`src/fbp_pkg.sv`:
```
// Shared constants and types for the butterfly pipeline
package fbp_pkg;
  localparam int unsigned DATA_W = 16;
  localparam int unsigned SLICE_W = 8;
  localparam int unsigned PROD_W = 32;
  localparam int unsigned SEQ_LEN = 10;
  localparam int unsigned INIT_INTERVAL = 4;
  localparam int unsigned TAG_W = 2;
  localparam int unsigned STEP_W = 4;
  localparam int unsigned TW_ADDR_W = 8;
  // Control step numbers (0 based) of the ten-step sequence
  localparam logic [3:0] STEP_READ_B = 4'h0;
  localparam logic [3:0] STEP_READ_A = 4'h2;
  localparam logic [3:0] STEP_MUL_RR = 4'h1;
  localparam logic [3:0] STEP_MUL_RI = 4'h2;
  localparam logic [3:0] STEP_MUL_IR = 4'h3;
  localparam logic [3:0] STEP_MUL_II = 4'h4;
  localparam logic [3:0] STEP_COMMON = 4'h5;
  localparam logic [3:0] STEP_WRITE_B = 4'h7;
  localparam logic [3:0] STEP_WRITE_A = 4'h9;
  localparam logic [1:0] SLOT_RESET = 2'h0;
  // Twiddle source select
  typedef enum logic [0:0] {
    FBP_TW_ROM = 1'b0,
    FBP_TW_GEN = 1'b1
  } fbp_tw_src_type;
  // Sequencer phase states
  typedef enum logic [1:0] {
    FBP_PH_0 = 2'b00,
    FBP_PH_1 = 2'b01,
    FBP_PH_2 = 2'b10,
    FBP_PH_3 = 2'b11
  } fbp_phase_type;
endpackage : fbp_pkg

```
`src/fbp_slice_alu.sv`:
```
// Cascadable 8-bit add/subtract slice
`timescale 1ns/100ps
module fbp_slice_alu #(
  parameter int unsigned W = 8
) (
  // Operands
  input wire logic [W-1:0] a_in,
  input wire logic [W-1:0] b_in,
  input wire logic sub_in,
  input wire logic carry_in,
  // Result
  output logic [W-1:0] sum_out,
  output logic carry_out
);
  logic [W:0] total;

  // Subtract by adding the inverted operand
  always_comb begin
    total = {1'b0, a_in} + {1'b0, (sub_in ? ~b_in : b_in)} + {{W{1'b0}}, carry_in};
    sum_out = total[W-1:0];
    carry_out = total[W];
  end
endmodule : fbp_slice_alu

```
`src/fbp_butterfly.sv`:
```
// Pipelined radix-2 butterfly datapath with a shared multiplier
// Behaviour
// - Each processor is two cascaded 8-bit slices
// - One shared multiplier, data from operand port
// - Twiddle operand from ROM or generator
// - Only upper product half returns to processors
// - One butterfly spans ten control steps
// - New butterfly starts every four cycles
// - Steps overlap four apart, three in flight
// - Each memory write tagged with its butterfly; reads untagged
// - Outputs A plus product, A minus product
// - Real term BrWr-BiWi, reused for both
// - Imag term BiWr+BrWi, reused for both
// - Four products, three adds, three subtracts
// - Common term computed once per butterfly
`timescale 1ns/100ps
module fbp_butterfly
  import fbp_pkg::*;
#(
  parameter int unsigned DW = DATA_W,
  parameter int unsigned AW = TW_ADDR_W
) (
  // Clock and reset
  input wire logic sys_clk_in,
  input wire logic reset_n_in,
  input wire logic clk_en_in,
  // Control
  input wire logic start_in,
  input wire logic tw_src_in,
  input wire logic [AW-1:0] tw_index_in,
  // Memory read data (same clock domain)
  input wire logic [DW-1:0] mem_rd_re_in,
  input wire logic [DW-1:0] mem_rd_im_in,
  // Twiddle ROM and generator data
  input wire logic [DW-1:0] rom_wr_in,
  input wire logic [DW-1:0] rom_wi_in,
  input wire logic [DW-1:0] gen_cos_in,
  input wire logic [DW-1:0] gen_sin_in,
  // Memory strobes
  output logic rd_b_out,
  output logic rd_a_out,
  output logic wr_b_out,
  output logic wr_a_out,
  output logic [TAG_W-1:0] xfer_tag_out,
  output logic [AW-1:0] tw_addr_out,
  // Memory write data
  output logic [DW-1:0] mem_wr_re_out,
  output logic [DW-1:0] mem_wr_im_out,
  // Status
  output logic busy_out
);
  localparam int unsigned SLOTS = 3;

  // Per-butterfly context (three in flight)
  logic [STEP_W-1:0] step_q [SLOTS];
  logic [SLOTS-1:0] live_q;
  logic [AW-1:0] tw_q [SLOTS];
  logic tsrc_q [SLOTS];
  logic [DW-1:0] br_q [SLOTS];
  logic [DW-1:0] bi_q [SLOTS];
  logic [DW-1:0] ar_q [SLOTS];
  logic [DW-1:0] ai_q [SLOTS];
  logic [DW-1:0] p_rr_q [SLOTS];
  logic [DW-1:0] p_ri_q [SLOTS];
  logic [DW-1:0] p_ir_q [SLOTS];
  logic [DW-1:0] cre_q [SLOTS];
  logic [DW-1:0] cim_q [SLOTS];
  fbp_phase_type phase_q;
  logic [TAG_W-1:0] next_slot_q;

  // Shared multiplier signals
  logic [DW-1:0] multiplier_operand_port;
  logic [DW-1:0] tw_operand;
  logic [PROD_W-1:0] product;
  logic [DW-1:0] product_return_port;
  logic [TAG_W-1:0] mul_slot;
  logic mul_ok;
  logic mul_wi;
  logic [STEP_W-1:0] mul_step;

  // Phase counter gives the four-cycle initiation interval
  always_ff @(posedge sys_clk_in or negedge reset_n_in) begin
    if (!reset_n_in) begin
      phase_q <= FBP_PH_0;
    end else if (clk_en_in) begin
      unique case (phase_q)
        FBP_PH_0: phase_q <= FBP_PH_1;
        FBP_PH_1: phase_q <= FBP_PH_2;
        FBP_PH_2: phase_q <= FBP_PH_3;
        FBP_PH_3: phase_q <= FBP_PH_0;
      endcase
    end
  end

  // Launch and step every slot; a slot frees after the last step
  always_ff @(posedge sys_clk_in or negedge reset_n_in) begin
    if (!reset_n_in) begin
      live_q <= '0;
      next_slot_q <= SLOT_RESET;
      for (int i = 0; i < SLOTS; i++) begin
        step_q[i] <= '0;
        tw_q[i] <= '0;
        tsrc_q[i] <= 1'b0;
      end
    end else if (clk_en_in) begin
      for (int i = 0; i < SLOTS; i++) begin
        if (live_q[i]) begin
          if (step_q[i] == STEP_W'(SEQ_LEN - 1)) begin
            live_q[i] <= 1'b0;
          end else begin
            step_q[i] <= step_q[i] + 4'h1;
          end
        end
      end
      if (start_in && phase_q == FBP_PH_0) begin
        live_q[next_slot_q] <= 1'b1;
        step_q[next_slot_q] <= '0;
        tw_q[next_slot_q] <= tw_index_in;
        tsrc_q[next_slot_q] <= tw_src_in;
        next_slot_q <= (next_slot_q == TAG_W'(SLOTS - 1)) ? SLOT_RESET : next_slot_q + 2'h1;
      end
    end
  end

  // Find which slot is at a given step this cycle
  function automatic logic [TAG_W:0] find_slot(input logic [STEP_W-1:0] s,
                                               input logic [SLOTS-1:0] lv,
                                               input logic [STEP_W-1:0] st0,
                                               input logic [STEP_W-1:0] st1,
                                               input logic [STEP_W-1:0] st2);
    logic [TAG_W:0] r;
    r = '0;
    if (lv[0] && st0 == s) r = {1'b1, 2'h0};
    if (lv[1] && st1 == s) r = {1'b1, 2'h1};
    if (lv[2] && st2 == s) r = {1'b1, 2'h2};
    return r;
  endfunction : find_slot

  logic [TAG_W:0] f_rb, f_ra, f_wb, f_wa, f_m0, f_m1, f_m2, f_m3, f_cm;

  // Step lookup; the four-step overlay leaves one slot per step
  always_comb begin
    f_rb = find_slot(STEP_READ_B, live_q, step_q[0], step_q[1], step_q[2]);
    f_ra = find_slot(STEP_READ_A, live_q, step_q[0], step_q[1], step_q[2]);
    f_wb = find_slot(STEP_WRITE_B, live_q, step_q[0], step_q[1], step_q[2]);
    f_wa = find_slot(STEP_WRITE_A, live_q, step_q[0], step_q[1], step_q[2]);
    f_m0 = find_slot(STEP_MUL_RR, live_q, step_q[0], step_q[1], step_q[2]);
    f_m1 = find_slot(STEP_MUL_RI, live_q, step_q[0], step_q[1], step_q[2]);
    f_m2 = find_slot(STEP_MUL_IR, live_q, step_q[0], step_q[1], step_q[2]);
    f_m3 = find_slot(STEP_MUL_II, live_q, step_q[0], step_q[1], step_q[2]);
    f_cm = find_slot(STEP_COMMON, live_q, step_q[0], step_q[1], step_q[2]);
  end

  // Multiplier issue: one operand pair per cycle
  always_comb begin
    mul_ok = 1'b1;
    mul_wi = 1'b0;
    mul_step = STEP_MUL_RR;
    mul_slot = f_m0[TAG_W-1:0];
    if (f_m0[TAG_W]) begin
      mul_step = STEP_MUL_RR;
    end else if (f_m1[TAG_W]) begin
      mul_step = STEP_MUL_RI;
      mul_slot = f_m1[TAG_W-1:0];
      mul_wi = 1'b1;
    end else if (f_m2[TAG_W]) begin
      mul_step = STEP_MUL_IR;
      mul_slot = f_m2[TAG_W-1:0];
    end else if (f_m3[TAG_W]) begin
      mul_step = STEP_MUL_II;
      mul_slot = f_m3[TAG_W-1:0];
      mul_wi = 1'b1;
    end else begin
      mul_ok = 1'b0;
    end
  end

  // Operand port carries Br for the first two products, Bi after
  assign multiplier_operand_port = (mul_step == STEP_MUL_RR || mul_step == STEP_MUL_RI) ?
                                   br_q[mul_slot] : bi_q[mul_slot];
  // Twiddle side from ROM or sine/cosine generator
  assign tw_operand = (tsrc_q[mul_slot] == FBP_TW_GEN) ?
                      (mul_wi ? gen_sin_in : gen_cos_in) :
                      (mul_wi ? rom_wi_in : rom_wr_in);
  // Sign-extend both sides so the product is never cut at operand width
  logic signed [PROD_W-1:0] mul_x, mul_y;
  assign mul_x = {{(PROD_W - DW){multiplier_operand_port[DW-1]}}, multiplier_operand_port};
  assign mul_y = {{(PROD_W - DW){tw_operand[DW-1]}}, tw_operand};
  assign product = mul_x * mul_y;
  assign product_return_port = product[PROD_W-1:DW];
  assign tw_addr_out = tw_q[mul_slot];

  // Slice-based processors, real and imaginary
  logic [DW-1:0] re_sum, im_sum, re_x, re_y, im_x, im_y;
  logic re_sub, im_sub;
  logic [DW/SLICE_W:0] re_c, im_c;

  // ALU operand selection per step
  always_comb begin
    re_x = p_rr_q[mul_slot];
    re_y = product_return_port;
    re_sub = 1'b1; // BrWr - BiWi
    im_x = p_ir_q[f_cm[TAG_W-1:0]]; // Common-step slot, not the one multiplying
    im_y = p_ri_q[f_cm[TAG_W-1:0]];
    im_sub = 1'b0; // BiWr + BrWi
  end

  assign re_c[0] = re_sub;
  assign im_c[0] = im_sub;

  // Two cascaded 8-bit slices per processor
  for (genvar g = 0; g < DW / SLICE_W; g++) begin : g_slice
    fbp_slice_alu #(.W(SLICE_W)) u_re (
      .a_in(re_x[g*SLICE_W +: SLICE_W]),
      .b_in(re_y[g*SLICE_W +: SLICE_W]),
      .sub_in(re_sub),
      .carry_in(re_c[g]),
      .sum_out(re_sum[g*SLICE_W +: SLICE_W]),
      .carry_out(re_c[g+1])
    );
    fbp_slice_alu #(.W(SLICE_W)) u_im (
      .a_in(im_x[g*SLICE_W +: SLICE_W]),
      .b_in(im_y[g*SLICE_W +: SLICE_W]),
      .sub_in(im_sub),
      .carry_in(im_c[g]),
      .sum_out(im_sum[g*SLICE_W +: SLICE_W]),
      .carry_out(im_c[g+1])
    );
  end

  // Final add/subtract on 16 bits
  logic [DW-1:0] ar_sel, ai_sel, cr_sel, ci_sel;
  assign ar_sel = ar_q[f_wb[TAG_W-1:0]];
  assign ai_sel = ai_q[f_wb[TAG_W-1:0]];
  assign cr_sel = cre_q[f_wb[TAG_W-1:0]];
  assign ci_sel = cim_q[f_wb[TAG_W-1:0]];

  // Operand capture and product registers per slot
  always_ff @(posedge sys_clk_in or negedge reset_n_in) begin
    if (!reset_n_in) begin
      for (int i = 0; i < SLOTS; i++) begin
        br_q[i] <= '0;
        bi_q[i] <= '0;
        ar_q[i] <= '0;
        ai_q[i] <= '0;
        p_rr_q[i] <= '0;
        p_ri_q[i] <= '0;
        p_ir_q[i] <= '0;
        cre_q[i] <= '0;
        cim_q[i] <= '0;
      end
    end else if (clk_en_in) begin
      if (f_rb[TAG_W]) begin
        br_q[f_rb[TAG_W-1:0]] <= mem_rd_re_in;
        bi_q[f_rb[TAG_W-1:0]] <= mem_rd_im_in;
      end
      if (f_ra[TAG_W]) begin
        ar_q[f_ra[TAG_W-1:0]] <= mem_rd_re_in;
        ai_q[f_ra[TAG_W-1:0]] <= mem_rd_im_in;
      end
      // Four products per butterfly
      if (mul_ok && mul_step == STEP_MUL_RR) p_rr_q[mul_slot] <= product_return_port;
      if (mul_ok && mul_step == STEP_MUL_RI) p_ri_q[mul_slot] <= product_return_port;
      if (mul_ok && mul_step == STEP_MUL_IR) p_ir_q[mul_slot] <= product_return_port;
      if (mul_ok && mul_step == STEP_MUL_II) begin
        cre_q[mul_slot] <= re_sum; // One subtract, stored once
      end
      if (f_cm[TAG_W]) begin
        cim_q[f_cm[TAG_W-1:0]] <= im_sum; // One add, stored once
      end
    end
  end

  // Result writes: B' then A', tagged with their butterfly
  always_ff @(posedge sys_clk_in or negedge reset_n_in) begin
    if (!reset_n_in) begin
      wr_b_out <= 1'b0;
      wr_a_out <= 1'b0;
      xfer_tag_out <= '0;
      mem_wr_re_out <= '0;
      mem_wr_im_out <= '0;
    end else if (clk_en_in) begin
      wr_b_out <= 1'b0;
      wr_a_out <= 1'b0;
      if (f_wb[TAG_W]) begin
        wr_b_out <= 1'b1;
        xfer_tag_out <= f_wb[TAG_W-1:0];
        mem_wr_re_out <= ar_sel - cr_sel; // Br' = Ar - term
        mem_wr_im_out <= ai_sel - ci_sel; // Bi' = Ai - term
      end else if (f_wa[TAG_W]) begin
        wr_a_out <= 1'b1;
        xfer_tag_out <= f_wa[TAG_W-1:0];
        mem_wr_re_out <= ar_q[f_wa[TAG_W-1:0]] + cre_q[f_wa[TAG_W-1:0]];
        mem_wr_im_out <= ai_q[f_wa[TAG_W-1:0]] + cim_q[f_wa[TAG_W-1:0]];
      end
    end
  end

  // Read strobes are combinational, high on the read steps
  logic rd_b_now, rd_a_now;
  assign rd_b_now = f_rb[TAG_W];
  assign rd_a_now = f_ra[TAG_W];
  assign rd_b_out = rd_b_now;
  assign rd_a_out = rd_a_now;

  assign busy_out = |live_q;
endmodule : fbp_butterfly

```
`config.mk`:
```
export PLATFORM = sky130hd
export DESIGN_NAME = fbp_butterfly
export DESIGN_NICKNAME = d
export VERILOG_FILES = /design/src/fbp_pkg.sv /design/src/fbp_slice_alu.sv /design/src/fbp_butterfly.sv
export SDC_FILE = /design/constraint.sdc
export NUM_CORES = 2
export LEC_CHECK = 0
export BUFFER_PORTS_ARGS = -buffer_cell sky130_fd_sc_hd__buf_2
export CORE_AREA = 2 2 279 281
export CTS_CLUSTER_DIAMETER = 40
export DETAILED_ROUTE_END_ITERATION = 8
export DIE_AREA = 0 0 281 283
export GPL_TIMING_DRIVEN = 0
export PLACE_DENSITY = 0.71
export SLEW_MARGIN = 10
export SYNTH_ARGS = -nofsm -noshare
export SYNTH_HDL_FRONTEND = slang
export SYNTH_HIERARCHICAL = 1
export SYNTH_SLANG_ARGS = --single-unit
```
`constraint.sdc`:
```
create_clock -name sys_clk_in -period 11.3 [get_ports sys_clk_in]
set_clock_uncertainty 0.1 [all_clocks]
set_input_delay 1.13 -clock sys_clk_in [delete_from_list [all_inputs] [get_ports sys_clk_in]]
set_output_delay 1.13 -clock sys_clk_in [all_outputs]
set_load 0.01 [all_outputs]
```
[After elaboration in Yosys (flattened, before gate mapping)]
Cells that the tools add are included.
W data, S select, Z words.
Storage, ports and cells
  bits in registers: 514
  latch bits: 0
  memory bits (writable): 0
  ROM bits: 0
  input bits: 109
  output and inout port bits: 47
  word-level logic and storage cells: 312
  memories: 0
Cells by class
  $add $sub $neg: 15
  multiply operators: 1
  divide/modulo/power cells: 0
  order comparisons: 14
  equality and inequality tests: 29
  shifts and indexed selects: 0
  mux-type cells: 146
  bitwise operators: 12
  reductions and logical operators: 51
Operator list (number)
  $mux W16: 38
  $bwmux W48: 9
  $bmux W16 S2: 13
  $demux W16 S2: 4
  $mux W3: 29
  $eq A4 B3 Y1 const B: 10
  $mux W4: 10
  $logic_and A1 B1 Y1: 35
  $add A16 B16 Y16: 2
  $eq A4 B2 Y1 const B: 8
  $mul A16 B16 Y32: 1
  $sub A16 B16 Y16: 2
  $bwmux W24: 1
  $mux W8: 3
  $mux W1: 23
  $ge A3 B3 Y1 const B: 7
  $not A2 Y3: 7
  $add A8 B8 Y9: 2
  $reduce_and A2 Y1: 9
  $add A8 B1 Y8: 2
  $add A8 B8 Y8: 2
  $bmux W8 S2: 1
  $demux W8 S2: 1
  $eq A4 B1 Y1 const B: 4
  25 further kinds: 45

[Longest topological paths before layout]
  word-level depth: 20
  mapped depth: 54
  depth with buffers taken out: 51

[Modules after synthesis]
The synthesis kept the hierarchy.
By module, submodules not included
  fbp_butterfly: times used 1, cells each 3933, area each 37887.6 µm², seq. area each 12862.3 µm²
  fbp_slice_alu (g_slice[0].u_im ...): times used 2, cells each 53, area each 406.6 µm², seq. area each 0.0 µm²
  fbp_slice_alu (g_slice[1].u_re): times used 1, cells each 56, area each 434.2 µm², seq. area each 0.0 µm²
  fbp_slice_alu (g_slice[1].u_im): times used 1, cells each 52, area each 424.2 µm², seq. area each 0.0 µm²

[Least setup slack after synthesis]
No wires, ideal clock.
  path kind: reg-to-reg
  from: register step_q[4] (netlist name)
  to: register cre_q[14] (netlist name)
  setup time: 0.125 ns
  data arrival time: 11.144 ns
  data required time: 11.075 ns
  slack: -0.068 ns
  cell stages (with the launch flop): 51
  buffers on the path: 4
  clock period less this slack: 11.368 ns
  cell sequence: dfrtp_1 -> inv_1 -> ha_1 -> and4bb_2 -> or2_2 -> a221o_1 -> and2_1 -> buf_2 -> o22ai_4 -> buf_2 -> buf_1 -> nand2_1 -> o21ai_1 -> clkbuf_1 -> nor2_1 -> fa_1 -> inv_1 -> fa_1 -> [... 15 more ...] -> inv_1 -> xnor2_1 -> fa_1 -> fa_1 -> nor2b_4 -> o21ai_2 -> a21oi_1 -> o21ai_0 -> a21oi_1 -> inv_1 -> fa_1 -> inv_1 -> fa_1 -> a21oi_1 -> nor2b_1 -> a31oi_1 -> xnor2_1 -> mux2_2
On the way
  cells in the longest elaborated chain, start to end: 19
  elaborated cells between the ends (all ways): 67
  those cells by class: add/sub (4); mul (1); order compare (2); eq/ne (7); mux (42); bitwise (3); reduce/logical (8)
Ends and longest elaborated chain
  from (decl): RTL line fbp_butterfly.sv:55  | logic [STEP_W-1:0] step_q [SLOTS];
  from (signal, indexed assignment): RTL line fbp_butterfly.sv:111  | step_q[i] <= step_q[i] + 4'h1;
  $eq A4 B1 Y1 or $eq A4 B3 Y1 (tied branches): RTL line fbp_butterfly.sv:134  | if (lv[1] && st1 == s) r = {1'b1, 2'h1};
  $logic_and A1 B1 Y1: RTL line fbp_butterfly.sv:134
  $mux W3: RTL line fbp_butterfly.sv:134
  $mux W3: RTL line fbp_butterfly.sv:135  | if (lv[2] && st2 == s) r = {1'b1, 2'h2};
  $mux W2: RTL line fbp_butterfly.sv:169  | end else if (f_m3[TAG_W]) begin
  $mux W2: RTL line fbp_butterfly.sv:166  | end else if (f_m2[TAG_W]) begin
  $mux W2: RTL line fbp_butterfly.sv:162  | end else if (f_m1[TAG_W]) begin
  $mux W2: RTL line fbp_butterfly.sv:160  | if (f_m0[TAG_W]) begin
  [... 6 more ...]
  net product[16]: RTL line fbp_butterfly.sv:74  | logic [PROD_W-1:0] product;
  $not A8 Y8 *: RTL line fbp_slice_alu.sv:19  | total = {1'b0, a_in} + {1'b0, (sub_in ? ~b_in : b_in)} + {{W{1'b0}}, carry_in};
  $add A8 B8 Y9 *: RTL line fbp_slice_alu.sv:19
  $add A9 B1 Y9 *: RTL line fbp_slice_alu.sv:19
  net re_c[1]: RTL line fbp_butterfly.sv:196  | logic [DW/SLICE_W:0] re_c, im_c;
  $add A8 B1 Y8 *: RTL line fbp_slice_alu.sv:19
  net re_sum[14]: RTL line fbp_butterfly.sv:194  | logic [DW-1:0] re_sum, im_sum, re_x, re_y, im_x, im_y;
  $bwmux W48 *: RTL line fbp_butterfly.sv:266  | cre_q[mul_slot] <= re_sum;
  to (signal, indexed assignment): RTL line fbp_butterfly.sv:266
  to (decl): RTL line fbp_butterfly.sv:66  | logic [DW-1:0] cre_q [SLOTS];
The timed path passes the listed nets; every way through them passes the cells marked *. The select of a mux whose other input is x is not followed.
A chain may end at the register's enable or synchronous reset.

[Worst setup path in the final report]
  from: register step_q[0] (netlist name)
  to: register cre_q[45] (netlist name)
On the way
  cells in the longest elaborated chain, start to end: 18
  elaborated cells between the ends (all ways): 63
  those cells by class: add/sub (4); mul (1); order compare (2); eq/ne (7); mux (38); bitwise (3); reduce/logical (8)
Ends and longest elaborated chain (RTL line)
  $eq A4 B1 Y1 or $eq A4 B3 Y1 (tied branches): fbp_butterfly.sv:135
  $logic_and A1 B1 Y1: fbp_butterfly.sv:135
  $mux W3: fbp_butterfly.sv:135
  $mux W2: fbp_butterfly.sv:169
  $mux W2: fbp_butterfly.sv:166
  $mux W2: fbp_butterfly.sv:162
  $mux W2: fbp_butterfly.sv:160
  $not A2 Y3 (not written as such): fbp_butterfly.sv:180, fbp_butterfly.sv:182
  [... 5 more ...]
  net product[23]: fbp_butterfly.sv:74
  $not A8 Y8 *: fbp_slice_alu.sv:19
  $add A8 B8 Y9 *: fbp_slice_alu.sv:19
  $add A9 B1 Y9 *: fbp_slice_alu.sv:19
  net re_c[1]: fbp_butterfly.sv:196
  $add A8 B1 Y8 *: fbp_slice_alu.sv:19
  net re_sum[13]: fbp_butterfly.sv:194
  $bwmux W48 *: fbp_butterfly.sv:266
Marked as above.

==> PnR_summary.wiki <==
{| class="wikitable"
! Metric !! Value
|-
| Clock insertion delay at the later pin of the skew report || 0.64 ns
|-
| Kind of critical path || flop to flop
|-
| Die height || 283 microns
|-
| Number of synthesis warnings || 6
|-
| Setup Viol. Count Final || 0
|-
| First-pass GRT wire length || 190000 microns
|-
| Initial core utilization || 0.515
|-
| Initial antenna violation count || 5
|-
| Post-synthesis instance area || 0.0395 sq mm
|-
| Synthesized area per cell || 9.55 sq um
|-
| Routed wire length || 126000 microns
|-
| Clock tree from TritonCTS || yes
|-
| Total global routing track utilization || 0.311
|-
| Number of max-capacitance violations reported || 0
|-
| CP arrival || 11.52 ns
|-
| Max-slew headroom || 0.112
|-
| Hold crit path type || primary input to async pin
|-
| Final estimated routing congestion in global placement || 0.975
|-
| Number of standard-cell rows in the floorplan || 102
|-
| Share of the clock period used by the worst path || 0.982
|-
| Critical Path Fanout Max || 9
|-
| Total Nets Final || 5062
|-
| # port buffers || 155
|-
| Worst path setup slack after routing || 0.202 ns
|-
| Run status || finished, final reports clean
|-
| Detailed Place HPWL || 91800 microns
|-
| # H-tree levels || 3
|-
| DRC Markers || 0
|-
| F_max || 90.1 MHz
|-
| Critical Path Sink Type || flop
|-
| CTS Buffer Depth || 3
|-
| Remaining number of nets flagged by the antenna check after routing || 0
|-
| Number of detailed-route iterations in the first pass || 8
|-
| DIE WIDTH || 281 microns
|-
| Number of vias after detailed routing || 33000
|-
| Pin count of the biggest net entering global routing || 108
|-
| Sum of overflow across all layers after global routing || 0
|-
| Detailed-route wire length per cell || 22.4 microns
|-
| Final Max Slew Viols || 0
|-
| Clock input transition at the sequential cells of the worst setup and hold paths || 0.05 ns
|-
| Root cell of the clock tree || sky130_fd_sc_hd__clkbuf_16
|-
| Final number of hold-violating endpoints || 0
|-
| Via density per instance || 5.89
|-
| Startpoint class of the critical path || flop
|-
| Peak per-stage delay on the critical path || 0.70 ns
|-
| IO Pins || 156
|-
| Area of the die || 0.0795 sq mm
|-
| Instance count of the mapped netlist || 4139
|-
| Layout cell share with drive strength beyond 1 || 0.222
|-
| Critical Path RT || 11.72 ns
|-
| Setup repair after global routing missed its margin || true
|-
| Via count of the first global-routing pass || 32400
|-
| Minimum setup slack after placement || -3.05 ns
|-
| Iteration-0 DRC count of the detailed router || 3234
|-
| Cts bufs inserted || 83
|-
| Worst Tran Pin Value || 1.33 ns
|-
| Cell area reported after detailed placement || 0.0418 sq mm
|-
| Post-layout instance area || 0.0472 sq mm
|-
| Final critical path time including I/O delays and setup || 11.10 ns
|-
| Std-Cell Core Area || 0.0767 sq mm
|-
| Area Growth Syn to Fin || 19.4%
|-
| Slowest CP cell || sky130_fd_sc_hd__fa_2
|-
| Number of clock sinks || 514
|}
layout make-up:
cell class / count / area [sq um]
clock inverters: 58 / 847
fillers: 6248 / 29500
inverters: 378 / 1420
repair buffers: 275 / 1880
flip-flops and latches: 514 / 12900
diodes: 3 / 7.51
multi-input cells: 3047 / 25500
plain buffers: 200 / 1070
clock buffers: 98 / 2230
well taps: 1040 / 1300
path summary, 6_finish.rpt:
check | start | end | slack, ns | depth (start not counted)
max | step_q[0] | cre_q[45] | 0.20 | 46
min | reset_n_in | mem_wr_re_out[10] | 0.32 | 1
max reg2reg | step_q[0] | cre_q[45] | 0.20 | 46
min reg2reg | p_ri_q[41] | p_ri_q[41] | 0.37 | 2
max in group asynchronous | reset_n_in | tw_q[17] | 9.40 | 3
min in group sys_clk_in | p_ri_q[41] | p_ri_q[41] | 0.37 | 2
critical path: cells and delay by family (launching register included):
kind                       cells  cell delay (ns)
AOI/OAI and AO/OA              7             1.12
xor gates and xnor gates       1             0.07
adders and majority gates     10             4.37
buffers and inverters         14             2.03
DFF                            1             0.46
muxes                          1             0.33
and+or+nand+nor               13             2.49
cells in the final DEF (no fill, tap or decap), drive strengths merged, types with 10 or more instances in the layout:
cell	n
clkbuf	232
inv	392
o22ai	11
clkinv	15
o211ai	23
and3	17
o21ai	335
or2	17
buf	341
ha	181
bufinv	15
mux2i	229
nor2b	42
nor3	41
dfrtp	514
nand3	61
a21o	30
mux2	330
clkinvlp	14
o21a	27
a211oi	19
nand2	580
fa	273
a21boi	16
nor2	293
nand2b	29
xnor2	60
o31ai	22
a21oi	168
nand4	15
or3	10
xor2	43
and2	30
a22oi	31
per-layer routing:
| layer | wire length, microns | GRT usage |
|---|---|---|
| met5 | 59 | 0 |
| met4 | 6680 | 0.142 |
| met3 | 11300 | 0.0623 |
| met2 | 57900 | 0.485 |
| met1 | 49700 | 0.418 |
state kept, by name, indices dropped and copies added, names as in the netlist:
name,count
cim_q,48
ai_q,48
next_slot_q,2
ar_q,48
wr_b_out,1
xfer_tag_out,2
p_ir_q,48
bi_q,48
mem_wr_re_out,16
p_rr_q,48
p_ri_q,48
cre_q,48
wr_a_out,1
mem_wr_im_out,16
tsrc_q,3
phase_q,2
br_q,48
tw_q,24
step_q,12
live_q,3
stage by stage:
step | hold WS [ns] | cells | utilization | setup TNS (ns)
global route | 0.364 | 5610 | 0.615 | -1.45
global placement | 0.357 | 5338 | 0.543 | -920.12
finish | 0.321 | 5613 | 0.615 | 0
floorplan | 0.341 | 4143 | - | 0
detailed placement | 0.362 | 5345 | 0.545 | -96.19
CTS | 0.338 | 5545 | 0.601 | 0
what timing repair did:
item,CTS,global route
buffers inserted,46,68
resized for setup,209,158
hold buffers,0,0
endpoints found under the setup margin,105,21
pin swaps,24,67
cloned,1,1
endpoints found under the hold margin,0,0
Power is left out: the tool's default activity adds up to more than one toggle a clock period on the data nets, which glitch-free logic cannot reach.
